===== config.mk =====
export PLATFORM = sky130hd
export DESIGN_NAME = tcs_top
export DESIGN_NICKNAME = d
export VERILOG_FILES = /design/src/tcs_pkg.sv /design/src/tcs_top.sv
export SDC_FILE = /design/constraint.sdc
export NUM_CORES = 2
export LEC_CHECK = 0
export BUFFER_PORTS_ARGS = -buffer_cell sky130_fd_sc_hd__buf_4
export CORE_MARGIN = 5
export CORE_UTILIZATION = 39
export CTS_CLUSTER_DIAMETER = 120
export DETAILED_ROUTE_END_ITERATION = 16
export PLACE_DENSITY = 0.54
export SLEW_MARGIN = 20
export SYNTH_ARGS = -nofsm -noshare
export SYNTH_HDL_FRONTEND = slang
export SYNTH_SLANG_ARGS = --single-unit

===== constraint.sdc =====
create_clock -name clk -period 14.9 [get_ports clk]
set_input_delay 2.235 -clock clk [delete_from_list [all_inputs] [get_ports clk]]
set_output_delay 2.235 -clock clk [all_outputs]
set_load 0.01 [all_outputs]

===== src/tcs_pkg.sv =====
// constants, field positions and addresses of the transceiver control sequencer
package tcs_pkg;
	localparam int CLK_HZ = 50_000_000;
	localparam int TONE_A_HZ = 880;
	localparam int TONE_B_HZ = 1320;
	localparam int TONE_A_HALF = CLK_HZ / (2 * TONE_A_HZ);
	localparam int TONE_B_HALF = CLK_HZ / (2 * TONE_B_HZ);
	localparam int BEEP_MS = 200;
	localparam int BEEP_CYC = CLK_HZ / 1000 * BEEP_MS;
	localparam int POLL_US = 1000;
	localparam int POLL_CYC = CLK_HZ / 1_000_000 * POLL_US;
	localparam int CLAR_STEP_HZ = 10;
	localparam int CLAR_LO_HZ = 50;
	localparam int CLAR_PPM = 10;
	localparam logic [15:0] CLAR_HI_KHZ = 16'h1388;
	localparam logic [3:0] CH_POS = 4'hc;
	localparam logic [3:0] CH_VALID = 4'ha;
	localparam logic [7:0] SUP_HI = 8'ha5;
	localparam logic [7:0] SUP_LO = 8'h69;
	localparam logic [7:0] SUP_RST_LO = 8'h57;
	localparam logic [7:0] SUP_RST_HI = 8'h5a;
	localparam int VSWR_SHIFT = 2;
	localparam logic [15:0] FLT_K1 = 16'h0bb8;
	localparam logic [15:0] FLT_K2 = 16'h1388;
	localparam logic [15:0] FLT_K3 = 16'h1f40;
	localparam logic [15:0] FLT_K4 = 16'h2ee0;
	localparam logic [15:0] FINE_CTR = 16'h1000;
	localparam int TB_EMG = 16;
	localparam int TB_SBE = 17;
	localparam int TB_ANT = 18;
	localparam int OX_KEY = 0;
	localparam int OX_USB = 1;
	localparam int OX_INJ = 2;
	localparam int OX_MUTE = 3;
	localparam int OX_ISO = 12;
	localparam int PA_ANT = 5;
	localparam int PA_TR = 6;
	localparam int CT_UNL1 = 0;
	localparam int CT_UNL2 = 1;
	localparam int CT_CLAMP = 2;
	localparam int CT_MIC = 3;
	localparam int CT_BCD = 4;
	localparam logic [7:0] A_CTRL = 8'h00;
	localparam logic [7:0] A_STAT = 8'h04;
	localparam logic [7:0] A_ADC = 8'h08;
	localparam logic [1:0] A_TBL_HI = 2'h1;
	localparam logic [1:0] RESP_OK = 2'h0;
	localparam logic [1:0] RESP_SLV = 2'h2;
	localparam logic [1:0] BK_PASS = 2'h1;
	localparam logic [1:0] BK_FAIL = 2'h2;
	localparam logic [1:0] BK_LIM = 2'h3;
	typedef enum logic [2:0] {ST_IDLE, ST_RD, ST_SYN, ST_OUT, ST_PA} tcs_st_t;
endpackage


===== src/tcs_top.sv =====
// transceiver control sequencer with its register slave
`timescale 1ns/1ps
module tcs_top #(
	parameter int TONE_A_HALF = tcs_pkg::TONE_A_HALF,
	parameter int TONE_B_HALF = tcs_pkg::TONE_B_HALF,
	parameter int BEEP_CYC = tcs_pkg::BEEP_CYC,
	parameter int POLL_CYC = tcs_pkg::POLL_CYC
) (
	input wire logic clk,
	input wire logic rst_n,
	input wire logic ce,
	input wire logic [7:0] s_axi_awaddr,
	input wire logic s_axi_awvalid,
	output logic s_axi_awready,
	input wire logic [31:0] s_axi_wdata,
	input wire logic [3:0] s_axi_wstrb,
	input wire logic s_axi_wvalid,
	output logic s_axi_wready,
	output logic [1:0] s_axi_bresp,
	output logic s_axi_bvalid,
	input wire logic s_axi_bready,
	input wire logic [7:0] s_axi_araddr,
	input wire logic s_axi_arvalid,
	output logic s_axi_arready,
	output logic [31:0] s_axi_rdata,
	output logic [1:0] s_axi_rresp,
	output logic s_axi_rvalid,
	input wire logic s_axi_rready,
	input wire logic emerg_call_n,
	input wire logic tune_sel_n,
	input wire logic mute_on_n,
	input wire logic sideband_usb,
	input wire logic [7:0] supply_adc,
	input wire logic [7:0] forward_power_sense,
	input wire logic [7:0] reflected_power_sense,
	output logic exp_rd_req,
	input wire logic exp_rd_ack,
	input wire logic [7:0] exp_rd_data,
	output logic synth_valid,
	input wire logic synth_ready,
	output logic [15:0] coarse_synth,
	output logic [15:0] fine_synth,
	output logic outx_valid,
	input wire logic outx_ready,
	output logic [15:0] outx_word,
	output logic pa_valid,
	input wire logic pa_ready,
	output logic [7:0] pa_word,
	output logic tone_out_a,
	output logic tone_out_b,
	output logic lo_usb_sel,
	output logic carrier_gate_en,
	output logic ctl_run
);
	import tcs_pkg::*;

	typedef struct packed {
		tcs_st_t st;
		logic [3:0] ps1;
		logic [3:0] ps2;
		logic [9:0][31:0] tbl;
		logic [31:0] ctrl;
		logic bvalid;
		logic [1:0] bresp;
		logic rvalid;
		logic [31:0] rdata;
		logic [1:0] rresp;
		logic sup_ok;
		logic ovv;
		logic lowv;
		logic seeded;
		logic [3:0] chan;
		logic chan_ok;
		logic [3:0] cgr;
		logic [3:0] kgr;
		logic signed [7:0] clar;
		logic [31:0] poll;
		logic [31:0] beep;
		logic [1:0] bk;
		logic [31:0] ta;
		logic [31:0] tb;
		logic pha;
		logic phb;
		logic tone_a;
		logic tone_b;
		logic tx;
		logic tune_was;
		logic pass;
		logic fail;
		logic [15:0] syn_c;
		logic [15:0] syn_f;
		logic [15:0] ox;
		logic [7:0] pa;
	} tcs_s_t;

	tcs_s_t r;
	tcs_s_t n;
	logic tune, emg, emg_ok, en_op, tx_n, usb, inject, vswr_ok, wr, rd, ta_en, tb_en;
	logic [31:0] ent;
	logic [15:0] freq, ox_new, syn_c_new, syn_f_new;
	logic [7:0] pa_new, lim;
	logic [4:0] flt_n;
	logic [3:0] cb, kb, kp;

	function automatic logic [3:0] g2b(input logic [3:0] g);
		logic [3:0] b;
		b[3] = g[3];
		for (int i = 2; i >= 0; i--) begin
			b[i] = b[i + 1] ^ g[i];
		end
		return b;
	endfunction

	function automatic logic [3:0] inc12(input logic [3:0] x);
		return (x == CH_POS - 4'h1) ? 4'h0 : x + 4'h1;
	endfunction

	function automatic logic [31:0] wmerge(input logic [31:0] o, input logic [31:0] d, input logic [3:0] s);
		logic [31:0] v;
		v = o;
		for (int i = 0; i < 4; i++) begin
			if (s[i]) begin
				v[i * 8 +: 8] = d[i * 8 +: 8];
			end
		end
		return v;
	endfunction

	assign tune = r.ps2[1];
	assign emg = r.ps2[0];
	assign ent = r.tbl[r.chan];
	assign freq = ent[15:0];
	assign en_op = r.sup_ok && !r.ovv;
	assign emg_ok = emg && ent[TB_EMG] && r.chan_ok;
	assign tx_n = en_op && (tune || emg_ok);
	assign inject = tune && tx_n;
	assign usb = ent[TB_SBE] ? r.ps2[3] : 1'b1;
	assign vswr_ok = {reflected_power_sense, 2'(0)} < {2'(0), forward_power_sense};
	assign lim = (freq < CLAR_HI_KHZ) ? 8'(CLAR_LO_HZ / CLAR_STEP_HZ) :
		8'((32'(freq) * CLAR_PPM) / (1000 * CLAR_STEP_HZ));
	assign syn_c_new = {1'b0, freq[15:1]};
	assign syn_f_new = FINE_CTR + {{8{r.clar[7]}}, r.clar};
	assign flt_n = (freq < FLT_K1) ? 5'b11110 : (freq < FLT_K2) ? 5'b11101 :
		(freq < FLT_K3) ? 5'b11011 : (freq < FLT_K4) ? 5'b10111 : 5'b01111;
	assign pa_new = {1'b1, ~r.tx, ent[TB_ANT], flt_n};
	assign ox_new = {3'b000, inject, emg_ok, r.ctrl[CT_MIC], r.ctrl[CT_UNL2], r.ctrl[CT_UNL1],
		r.ctrl[CT_BCD +: 3], r.ctrl[CT_CLAMP], r.ps2[2], ~inject, usb, ~tx_n};
	assign cb = g2b(exp_rd_data[7:4]);
	assign kb = g2b(exp_rd_data[3:0]);
	assign kp = g2b(r.kgr);
	assign ta_en = (emg_ok && r.tx) || r.lowv || (r.beep != 0 && r.bk == BK_FAIL);
	assign tb_en = (emg_ok && r.tx) || r.ovv || (r.beep != 0 && r.bk != BK_FAIL);
	assign wr = s_axi_awvalid && s_axi_wvalid && !r.bvalid;
	assign rd = s_axi_arvalid && !r.rvalid;

	always_comb begin
		n = r;
		n.ps1 = {sideband_usb, ~mute_on_n, ~tune_sel_n, ~emerg_call_n};
		n.ps2 = r.ps1;
		if (supply_adc < SUP_RST_LO) begin
			n.sup_ok = 1'b0;
		end else if (supply_adc > SUP_RST_HI) begin
			n.sup_ok = 1'b1;
		end
		n.ovv = supply_adc > SUP_HI;
		n.lowv = supply_adc < SUP_LO;
		n.tx = tx_n;
		n.tune_was = inject;
		if (r.ta >= 32'(TONE_A_HALF - 1)) begin
			n.ta = '0;
			n.pha = ~r.pha;
		end else begin
			n.ta = r.ta + 32'h0000_0001;
		end
		if (r.tb >= 32'(TONE_B_HALF - 1)) begin
			n.tb = '0;
			n.phb = ~r.phb;
		end else begin
			n.tb = r.tb + 32'h0000_0001;
		end
		n.tone_a = ta_en && r.pha;
		n.tone_b = tb_en && r.phb;
		if (r.beep != 0) begin
			n.beep = r.beep - 32'h0000_0001;
		end
		if (r.tune_was && !tune) begin
			n.pass = vswr_ok;
			n.fail = !vswr_ok;
			n.bk = vswr_ok ? BK_PASS : BK_FAIL;
			n.beep = 32'(BEEP_CYC - 1);
		end
		unique case (r.st)
			ST_IDLE: begin
				if (!r.sup_ok) begin
					n.poll = '0;
				end else if (syn_c_new != r.syn_c || syn_f_new != r.syn_f) begin
					n.syn_c = syn_c_new;
					n.syn_f = syn_f_new;
					n.st = ST_SYN;
				end else if (pa_new != r.pa) begin
					n.pa = pa_new;
					n.st = ST_PA;
				end else if (ox_new != r.ox) begin
					n.ox = ox_new;
					n.st = ST_OUT;
				end else if (r.poll >= 32'(POLL_CYC - 1)) begin
					n.poll = '0;
					n.st = ST_RD;
				end else begin
					n.poll = r.poll + 32'h0000_0001;
				end
			end
			ST_RD: begin
				if (exp_rd_ack) begin
					n.st = ST_IDLE;
					n.seeded = 1'b1;
					n.cgr = exp_rd_data[7:4];
					n.kgr = exp_rd_data[3:0];
					if (cb < CH_VALID && (!r.seeded || cb != r.chan || !r.chan_ok)) begin
						n.chan = cb;
						n.chan_ok = 1'b1;
						n.clar = '0;
					end else if (r.seeded && !r.tx && $onehot(exp_rd_data[3:0] ^ r.kgr)
						&& kb < CH_POS && kp < CH_POS) begin
						if (kb == inc12(kp)) begin
							if (r.clar < $signed(lim)) begin
								n.clar = r.clar + 8'sh01;
							end else begin
								n.bk = BK_LIM;
								n.beep = 32'(BEEP_CYC - 1);
							end
						end else if (kp == inc12(kb)) begin
							if (r.clar > -$signed(lim)) begin
								n.clar = r.clar - 8'sh01;
							end else begin
								n.bk = BK_LIM;
								n.beep = 32'(BEEP_CYC - 1);
							end
						end
					end
				end
			end
			ST_SYN: begin
				if (synth_ready) begin
					n.st = ST_IDLE;
				end
			end
			ST_OUT: begin
				if (outx_ready) begin
					n.st = ST_IDLE;
				end
			end
			ST_PA: begin
				if (pa_ready) begin
					n.st = ST_IDLE;
				end
			end
		endcase
		if (r.bvalid && s_axi_bready) begin
			n.bvalid = 1'b0;
		end
		if (wr) begin
			n.bvalid = 1'b1;
			n.bresp = RESP_OK;
			if (s_axi_awaddr[7:2] == A_CTRL[7:2]) begin
				n.ctrl = wmerge(r.ctrl, s_axi_wdata, s_axi_wstrb);
			end else if (s_axi_awaddr[7:6] == A_TBL_HI && s_axi_awaddr[5:2] < CH_VALID) begin
				n.tbl[s_axi_awaddr[5:2]] = wmerge(r.tbl[s_axi_awaddr[5:2]], s_axi_wdata, s_axi_wstrb);
			end else if (s_axi_awaddr[7:2] != A_STAT[7:2] && s_axi_awaddr[7:2] != A_ADC[7:2]) begin
				n.bresp = RESP_SLV;
			end
		end
		if (r.rvalid && s_axi_rready) begin
			n.rvalid = 1'b0;
		end
		if (rd) begin
			n.rvalid = 1'b1;
			n.rresp = RESP_OK;
			n.rdata = '0;
			if (s_axi_araddr[7:2] == A_CTRL[7:2]) begin
				n.rdata = r.ctrl;
			end else if (s_axi_araddr[7:2] == A_STAT[7:2]) begin
				n.rdata = {8'h00, r.clar, 4'h0, usb, r.fail, r.pass, r.lowv, r.ovv, r.sup_ok, r.tx,
					r.chan_ok, r.chan};
			end else if (s_axi_araddr[7:2] == A_ADC[7:2]) begin
				n.rdata = {8'h00, reflected_power_sense, forward_power_sense, supply_adc};
			end else if (s_axi_araddr[7:6] == A_TBL_HI && s_axi_araddr[5:2] < CH_VALID) begin
				n.rdata = r.tbl[s_axi_araddr[5:2]];
			end else begin
				n.rresp = RESP_SLV;
			end
		end
	end

	always_ff @(posedge clk or negedge rst_n) begin
		if (!rst_n) begin
			r <= '0;
		end else if (ce) begin
			r <= n;
		end
	end

	assign s_axi_awready = wr && ce;
	assign s_axi_wready = wr && ce;
	assign s_axi_bvalid = r.bvalid;
	assign s_axi_bresp = r.bresp;
	assign s_axi_arready = rd && ce;
	assign s_axi_rvalid = r.rvalid;
	assign s_axi_rdata = r.rdata;
	assign s_axi_rresp = r.rresp;
	assign exp_rd_req = r.st == ST_RD;
	assign synth_valid = r.st == ST_SYN;
	assign outx_valid = r.st == ST_OUT;
	assign pa_valid = r.st == ST_PA;
	assign coarse_synth = r.syn_c;
	assign fine_synth = r.syn_f;
	assign outx_word = r.ox;
	assign pa_word = r.pa;
	assign tone_out_a = r.tone_a;
	assign tone_out_b = r.tone_b;
	assign lo_usb_sel = r.ox[OX_USB];
	assign carrier_gate_en = !r.ox[OX_INJ];
	assign ctl_run = r.sup_ok;
endmodule // tcs_top

## Word level (Yosys, flattened, before mapping)

Index checks and enable logic that the tools add are counted.

| operators by class | value |
|---|---|
| add/sub/neg operators | 13 |
| multiply operators | 1 |
| div/mod/pow operators | 1 |
| $lt $le $gt $ge | 23 |
| eq/ne operators | 32 |
| mux-type cells | 84 |
| bitwise operators | 21 |
| reduce and logical (&&, ||, !) cells | 75 |

Operators with widths:

| kind | count |
|---|---|
| $mux 32 | 15 |
| $bmux 32 s4 | 3 |
| $bwmux 320 | 1 |
| $mux 34 | 9 |
| $mux 8 | 23 |
| $demux 32 s4 | 1 |
| $add 32x1->32 const B | 3 |
| $ge 32x15->1 const B | 2 |
| $mux 35 | 1 |
| $div 20x14->32 const B | 1 |
| $ge 32x16->1 const B | 1 |
| $lt 16x13->1 const B | 2 |
| $reduce_bool 32->1 | 1 |
| $sub 32x1->32 const B | 1 |
| $mux 3 | 10 |
| $reduce_and 4->1 | 7 |
| $logic_and 1x1->1 | 27 |
| $lt 4x4->1 const B | 5 |
| $mux 5 | 4 |
| $mul 16x3->19 const B | 1 |
| $mux 19 | 1 |
| $lt 16x12->1 const B | 1 |
| $lt 16x14->1 const B | 1 |
| $lt 8x7->1 const B | 2 |
| other kinds (52) | 127 |

| storage, ports and cells | value |
|---|---|
| flip-flop bits (word level) | 612 |
| bits of input ports | 100 |
| output and inout port bits | 106 |
| word-level logic and storage cells | 297 |

## Longest topological paths before layout

| depth | value |
|---|---|
| depth after elaboration | 14 |
| depth in mapped cells | 58 |
| gate-level depth less buffers | 50 |

## Worst setup path after synthesis

OpenSTA, ideal clock, no wires.

| timing | value |
|---|---|
| path kind | flip-flop to flip-flop |
| start | reg r[211] (netlist bit) |
| end | reg r[133] (netlist bit) |
| arrival time | 12.420 ns |
| path slack | 2.398 ns |
| stages on the path, launching flop included | 58 |
| period minus slack after synthesis | 12.502 ns |
| cell sequence | dfrtp_1 -> clkbuf_1 -> clkbuf_1 -> clkbuf_1 -> clkbuf_1 -> buf_1 -> mux4_2 -> a221oi_1 -> a21oi_1 -> ha_1 -> ha_1 -> inv_1 -> fa_1 -> and2b_4 -> o2111ai_2 -> a21oi_2 -> o41a_1 -> o32a_4 -> [... 22 more ...] -> nor2b_1 -> o21a_1 -> o21ai_0 -> nand2b_1 -> a21oi_1 -> nor2b_1 -> o21ai_0 -> nand2_1 -> o211ai_1 -> o21ai_0 -> nor3_1 -> o2111ai_1 -> o21ai_0 -> inv_1 -> nand2_1 -> clkbuf_1 -> o21ai_0 -> o21ai_0 |

| on the way | value |
|---|---|
| longest elaborated chain between the ends | 14 |

RTL lines:

| item | line | source |
|---|---|---|
| start, declared | tcs_top.sv:96 | `tcs_s_t r;` |
| start signal, assigned | tcs_top.sv:299 | `r <= n;` |
| $bmux 32 s4 | tcs_top.sv:131 | `assign ent = r.tbl[r.chan];` |
| $mux 19 (implied by the code) | tcs_top.sv:131 |  |
| $mul 16x3->19 | tcs_top.sv:140 | `8'((32'(freq) * CLAR_PPM) / (1000 * CLAR_STEP_HZ));` |
| $div 20x14->32 | tcs_top.sv:140 |  |
| $mux 8 | tcs_top.sv:139 | `assign lim = (freq < CLAR_HI_KHZ) ? 8'(CLAR_LO_HZ / CLAR_STEP_HZ) :` |
| $neg 8->8 | tcs_top.sv:233 | `if (r.clar > -$signed(lim)) begin` |
| $gt 8x8->1 | tcs_top.sv:233 |  |
| $mux 34 | tcs_top.sv:233 |  |
| $mux 34 | tcs_top.sv:232 | `end else if (kp == inc12(kb)) begin` |
| $mux 34 | tcs_top.sv:225 | `if (kb == inc12(kp)) begin` |
| $mux 34 | tcs_top.sv:223 | `end else if (r.seeded && !r.tx && $onehot(exp_rd_data[3:0] ^ r.kgr)` |
| $mux 34 (*) | tcs_top.sv:219 | `if (cb < CH_VALID && (!r.seeded \|\| cb != r.chan \|\| !r.chan_ok)) begin` |
| $mux 34 (*) | tcs_top.sv:214 | `if (exp_rd_ack) begin` |
| $mux 34 (*) | tcs_top.sv:192 | `unique case (r.st)` |

Every way passes the cells marked *; elsewhere a longest branch is shown, timed or not. The select of a mux whose other input is x is not followed.
A chain may end at the register's enable or synchronous reset.

## Final worst setup path

| timing | value |
|---|---|
| start | reg r[211] (netlist bit) |
| end | reg r[130] (netlist bit) |

| on the way | value |
|---|---|
| longest elaborated chain between the ends | 14 |

RTL lines:

| item | line | source |
|---|---|---|
| $bmux 32 s4 (*) | tcs_top.sv:131 |  |
| $mux 19 (implied by the code) (*) | tcs_top.sv:131 |  |
| via ent[11] | tcs_top.sv:99 | `logic [31:0] ent;` |
| $mul 16x3->19 | tcs_top.sv:140 |  |
| $div 20x14->32 | tcs_top.sv:140 |  |
| $mux 8 (*) | tcs_top.sv:139 |  |
| $neg 8->8 | tcs_top.sv:233 |  |
| $gt 8x8->1 | tcs_top.sv:233 |  |
| $mux 34 | tcs_top.sv:233 |  |
| $mux 34 | tcs_top.sv:232 |  |
| $mux 34 (*) | tcs_top.sv:225 |  |
| $mux 34 (*) | tcs_top.sv:223 |  |
| $mux 34 (*) | tcs_top.sv:219 |  |
| $mux 34 (*) | tcs_top.sv:214 |  |
| $mux 34 (*) | tcs_top.sv:192 |  |

The timed path passes the listed nets; every way through them passes the cells marked *. The select of a mux whose other input is x is not followed.

==> summary by stage <==
Critical path
STA classifies the critical path startpoint as a flop. The depth of the worst register-to-register path is 49. The maximum fanout count along the critical path is 30.

In this run the critical register-to-register path is launched from r[211]. The critical path data required time is 15460 ps. The worst setup slack for register-to-register paths is 1670 ps. STA classifies the critical path endpoint as a flop. In this design, the stage delay of the slowest critical-path cell is 820 ps.

The worst path arrival time is 13780 ps. In this run the critical register-to-register path is captured at r[130]. The largest individual stage delay along the critical path comes from the cell dfrtp_4.

The critical path is of the reg -> reg type.

GRT
The number of global-route vias before repair is 28300. Entering global routing, the biggest net connects 102 pins. The remaining global-route overflow is 0. The first global-routing pass estimated 179 mm of wire. The initial antenna violation count is 6. Global routing consumed, over all layers together, 22.4% of the routing resources.

STA
Across all hold checks on the routed design, the worst slack comes to 471 ps. The final clock skew is 34.7 ps. The worst path in the final design needs a cycle of 13230 ps, including I/O delays and setup. The setup total negative slack is 0 ps.

Setup repair after global routing left no endpoint under its margin. Setup violations remaining at the end of the flow were counted as 0. The worst-margin pin slew is 1100 ps. Dividing the final minimum period by the clock period gives 88.8%. The tightest slew margin relative to the limit is 25.7%. The upper clock frequency limit is 75.6 MHz. The hold violation total from the final report came to 0. The number of pins exceeding their max-slew limit in the final report was 0.

Yosys
The xor/xnor share of the synthesized area is 3.45%. Yosys mapped the design onto 115 distinct sky130hd cell types. The dominant register cell in the synthesized netlist is dfrtp_1. The portion of synthesized area spent on multiplexers is 25.8%. The number of warnings issued by yosys is 0. The arithmetic-cell share of the synthesized area counting full adders, half adders and majority gates is 2.64%. The basic-gate share of the synthesized area counting and, or, nand and nor cells is 10.5%. The number of standard cells after synthesis is 3408.

Counting flops with a built-in enable in the synthesized netlist gives 0. After synthesis, the largest family of logic cells by area is multiplexers. The mean post-synth cell area is 11.1 um2. The area fraction in compound gates after synthesis is 13.0%. After synthesis, flip-flops and latches occupy 40.0% of the total area. The flop and latch count out of synthesis is 603. For this run, asynchronously set or reset flops after synthesis account for 100%. The post-synthesis instance area is 0.0377 mm2.

Placement
Input and output buffers added on the ports amount to 192. Summed over all nets, the half-perimeter wirelength after detailed placement is 79.9 mm. The final RePlAce weighted congestion is 0.813.

Clocking
The total clock sinks is 603. The maximum buffer depth of the clock tree is 3. The number of buffers added by the clock tree synthesis step is 74.

After clock tree synthesis, the setup repair step added 0 buffers. In this run the number of H-tree levels came out at 3. The total of hold buffers inserted after clock tree synthesis is 0. The clock latency at the later pin of the worst-skew pair is 640 ps. The clock tree from TritonCTS is done.

In this run the clock root is driven by a clkbuf_16. In this run, post-CTS repair resized a total of 0 instances. Clock-pin slew was measured on the worst setup and hold paths at 60 ps.

Min path
Counting instances, the worst hold path has a depth of 1. The worst hold path belongs to the class reg -> reg. The worst hold path startpoint is r[62]. The hold-critical path endpoint is r[62].

Power
The leakage component of the power is 19.3 nW. The completed layout was analyzed and its total power is 5.32 mW. IR analysis of the VDD net gives a maximum drop of 0.0746 mV.

The total power divided by cell area is 125 mW/mm2.

Cells and area
The share of cells above drive strength 1 is 31.8%. From synthesis to final layout, the design area changed by 13.1%. The number of nets in the finished design is 3661.

Floorplan
The number of I/O pins is 206. After floorplanning, the core was divided into 114 placement rows. In this run the standard cell core region covers 0.0964 mm2. Measured along the y axis, the die boundary spans 321 um.

The starting density of the core is 39.1%. The die extent in x is 321 um. The floorplan step defined a die boundary enclosing 0.103 mm2.

Run status
The run finished with clean final reports.

Route
The wire length after detailed routing is 118 mm. The number of vias per cell after detailed routing is 5.91. The detail route stage leaves a number of antenna-violating nets equal to 0.

In the routed design, unresolved DRC markers number 0. The first detailed-routing pass ran for 5 iterations. The average detailed-routed wire length per instance is 24.5 um. The via count is 28500.

For this block, the initial DRC count from the detailed router was 2234.

Job
Across the run, the number of max-cap violations was 0.
worst max path at each step:
stage	from	endpoint	slack (ps)	depth (start not counted)
after floorplan	r[211]	r[133]	2400	57
after global placement	r[211]	r[130]	1700	49
after detailed placement	r[211]	r[130]	1750	49
after CTS	r[211]	r[130]	1720	49
after global routing	r[211]	r[130]	660	49
final	r[211]	r[130]	1670	49
metal layers:
metal  GRT usage (%)  vias to the layer above  wire, um
li1                -                    12900         -
met1            31.9                    14500     53200
met2            34.5                      921     53100
met3            4.62                      202      8000
met4            7.17                        6      3980
met5               0                        -        39
state kept, by name, indices dropped and copies added, names as in the netlist, 4 cells and up:
register	cells
r	505
s_axi_rdata	32
coarse_synth	15
outx_word	13
fine_synth	9
ox_new	8
pa_word	8
n	4
synth_stat cells (all sizes together), types with 7 or more instances:
cell / n / share of area, %
o2bb2a: 7 / 0.19
dfrtp: 603 / 40
a21oi: 114 / 1.6
or3: 16 / 0.29
nor2: 221 / 2.2
xnor2: 80 / 2.0
mux2: 460 / 14
nand2b: 26 / 0.43
o31ai: 16 / 0.34
nand2: 211 / 2.1
and2: 13 / 0.22
nand4: 35 / 0.58
o221a: 12 / 0.36
nor4: 35 / 0.69
buf: 142 / 2.5
and3: 38 / 0.63
o22ai: 36 / 0.63
mux2i: 99 / 2.6
clkbuf: 142 / 1.4
a31oi: 32 / 0.53
or2: 16 / 0.27
ha: 74 / 2.5
and4: 11 / 0.26
inv: 66 / 0.66
a21o: 38 / 0.76
nand3: 65 / 0.86
nor2b: 28 / 0.46
o21a: 15 / 0.30
o21ai: 215 / 2.9
a22oi: 38 / 0.76
o211ai: 18 / 0.41
o41ai: 8 / 0.19
xor2: 64 / 1.5
or4: 8 / 0.16
a211oi: 32 / 0.75
mux4: 159 / 9.5
a221oi: 34 / 0.82
nor3: 68 / 1.0
worst max-delay path, delay by kind of cell, from the launching register on:
family	cells	cell delay, ps
compound gates	25	6370
simple gates	14	2880
fa+ha+maj	4	1160
buf+inv	4	1000
flops	1	820
mux	1	540
xor+xnor	1	310
power breakdown:
group | internal [mW] | switching [mW] | leakage, nW
clock | 1.13 | 0.762 | 1.27
sequential | 1.74 | 0.136 | 8.23
combinational | 0.619 | 0.928 | 9.84
total | 3.49 | 1.83 | 19.3
cell type report:
cell class	instances	area (um2)
antenna	3	7.51
clock buffer	112	2240
clock inverter	24	344
fill	9146	53700
inverter	68	255
multi-input combinational	2461	21100
sequential	603	15100
tap	1276	1600
timing repair buffer	276	2090
logic make-up (layout without fill, tap and decap cells):
family                     count (synthesis)  after routing
and+or+nand+nor                          804            804
xor gates and xnor gates                 144            144
other                                      1             12
AOI/OAI and AO/OA                        708            708
buffers and inverters                    352            480
adders and majority gates                 78             78
muxes                                    718            718
DFF                                      603            603
cell usage in the layout (no fill, tap or decap), types with 11 or more instances in the layout:
cell | netlist | final
dfrtp_1 | 603 | 601
mux2_2 | 460 | 460
buf_4 | 95 | 274
nand2_1 | 210 | 210
nor2_1 | 219 | 210
o21ai_0 | 204 | 203
mux4_2 | 159 | 159
a21oi_1 | 109 | 108
mux2i_1 | 99 | 99
xnor2_1 | 76 | 76
clkbuf_16 | 0 | 75
ha_1 | 74 | 74
inv_1 | 65 | 65
nand3_1 | 65 | 65
xor2_1 | 64 | 64
nor3_1 | 60 | 59
a21o_1 | 38 | 38
and3_1 | 38 | 38
a22oi_1 | 38 | 38
nand4_1 | 35 | 35
o22ai_1 | 35 | 35
a221oi_1 | 32 | 32
a31oi_1 | 32 | 32
nor4_1 | 31 | 31
nor2b_1 | 28 | 27
nand2b_1 | 26 | 26
a211oi_1 | 25 | 25
clkbuf_8 | 0 | 23
clkbuf_1 | 142 | 15
o31ai_1 | 14 | 14
o211ai_1 | 14 | 14
o21a_1 | 13 | 13
or3_1 | 14 | 13
o221a_2 | 12 | 12
or2_2 | 11 | 11
and4_1 | 11 | 11
clkinv_2 | 0 | 11
per-stage QoR:
step	cells	area [um2]	setup WS, ps	utilization (%)
after floorplan	3416	37800	2400	-
after global placement	4684	40100	1700	41.6
after global routing	4821	42700	663	44.3
final	4823	42700	1670	44.3
after CTS	4820	42700	1720	44.3
after detailed placement	4684	40100	1750	41.6
Power figures use the tool's default switching activity.
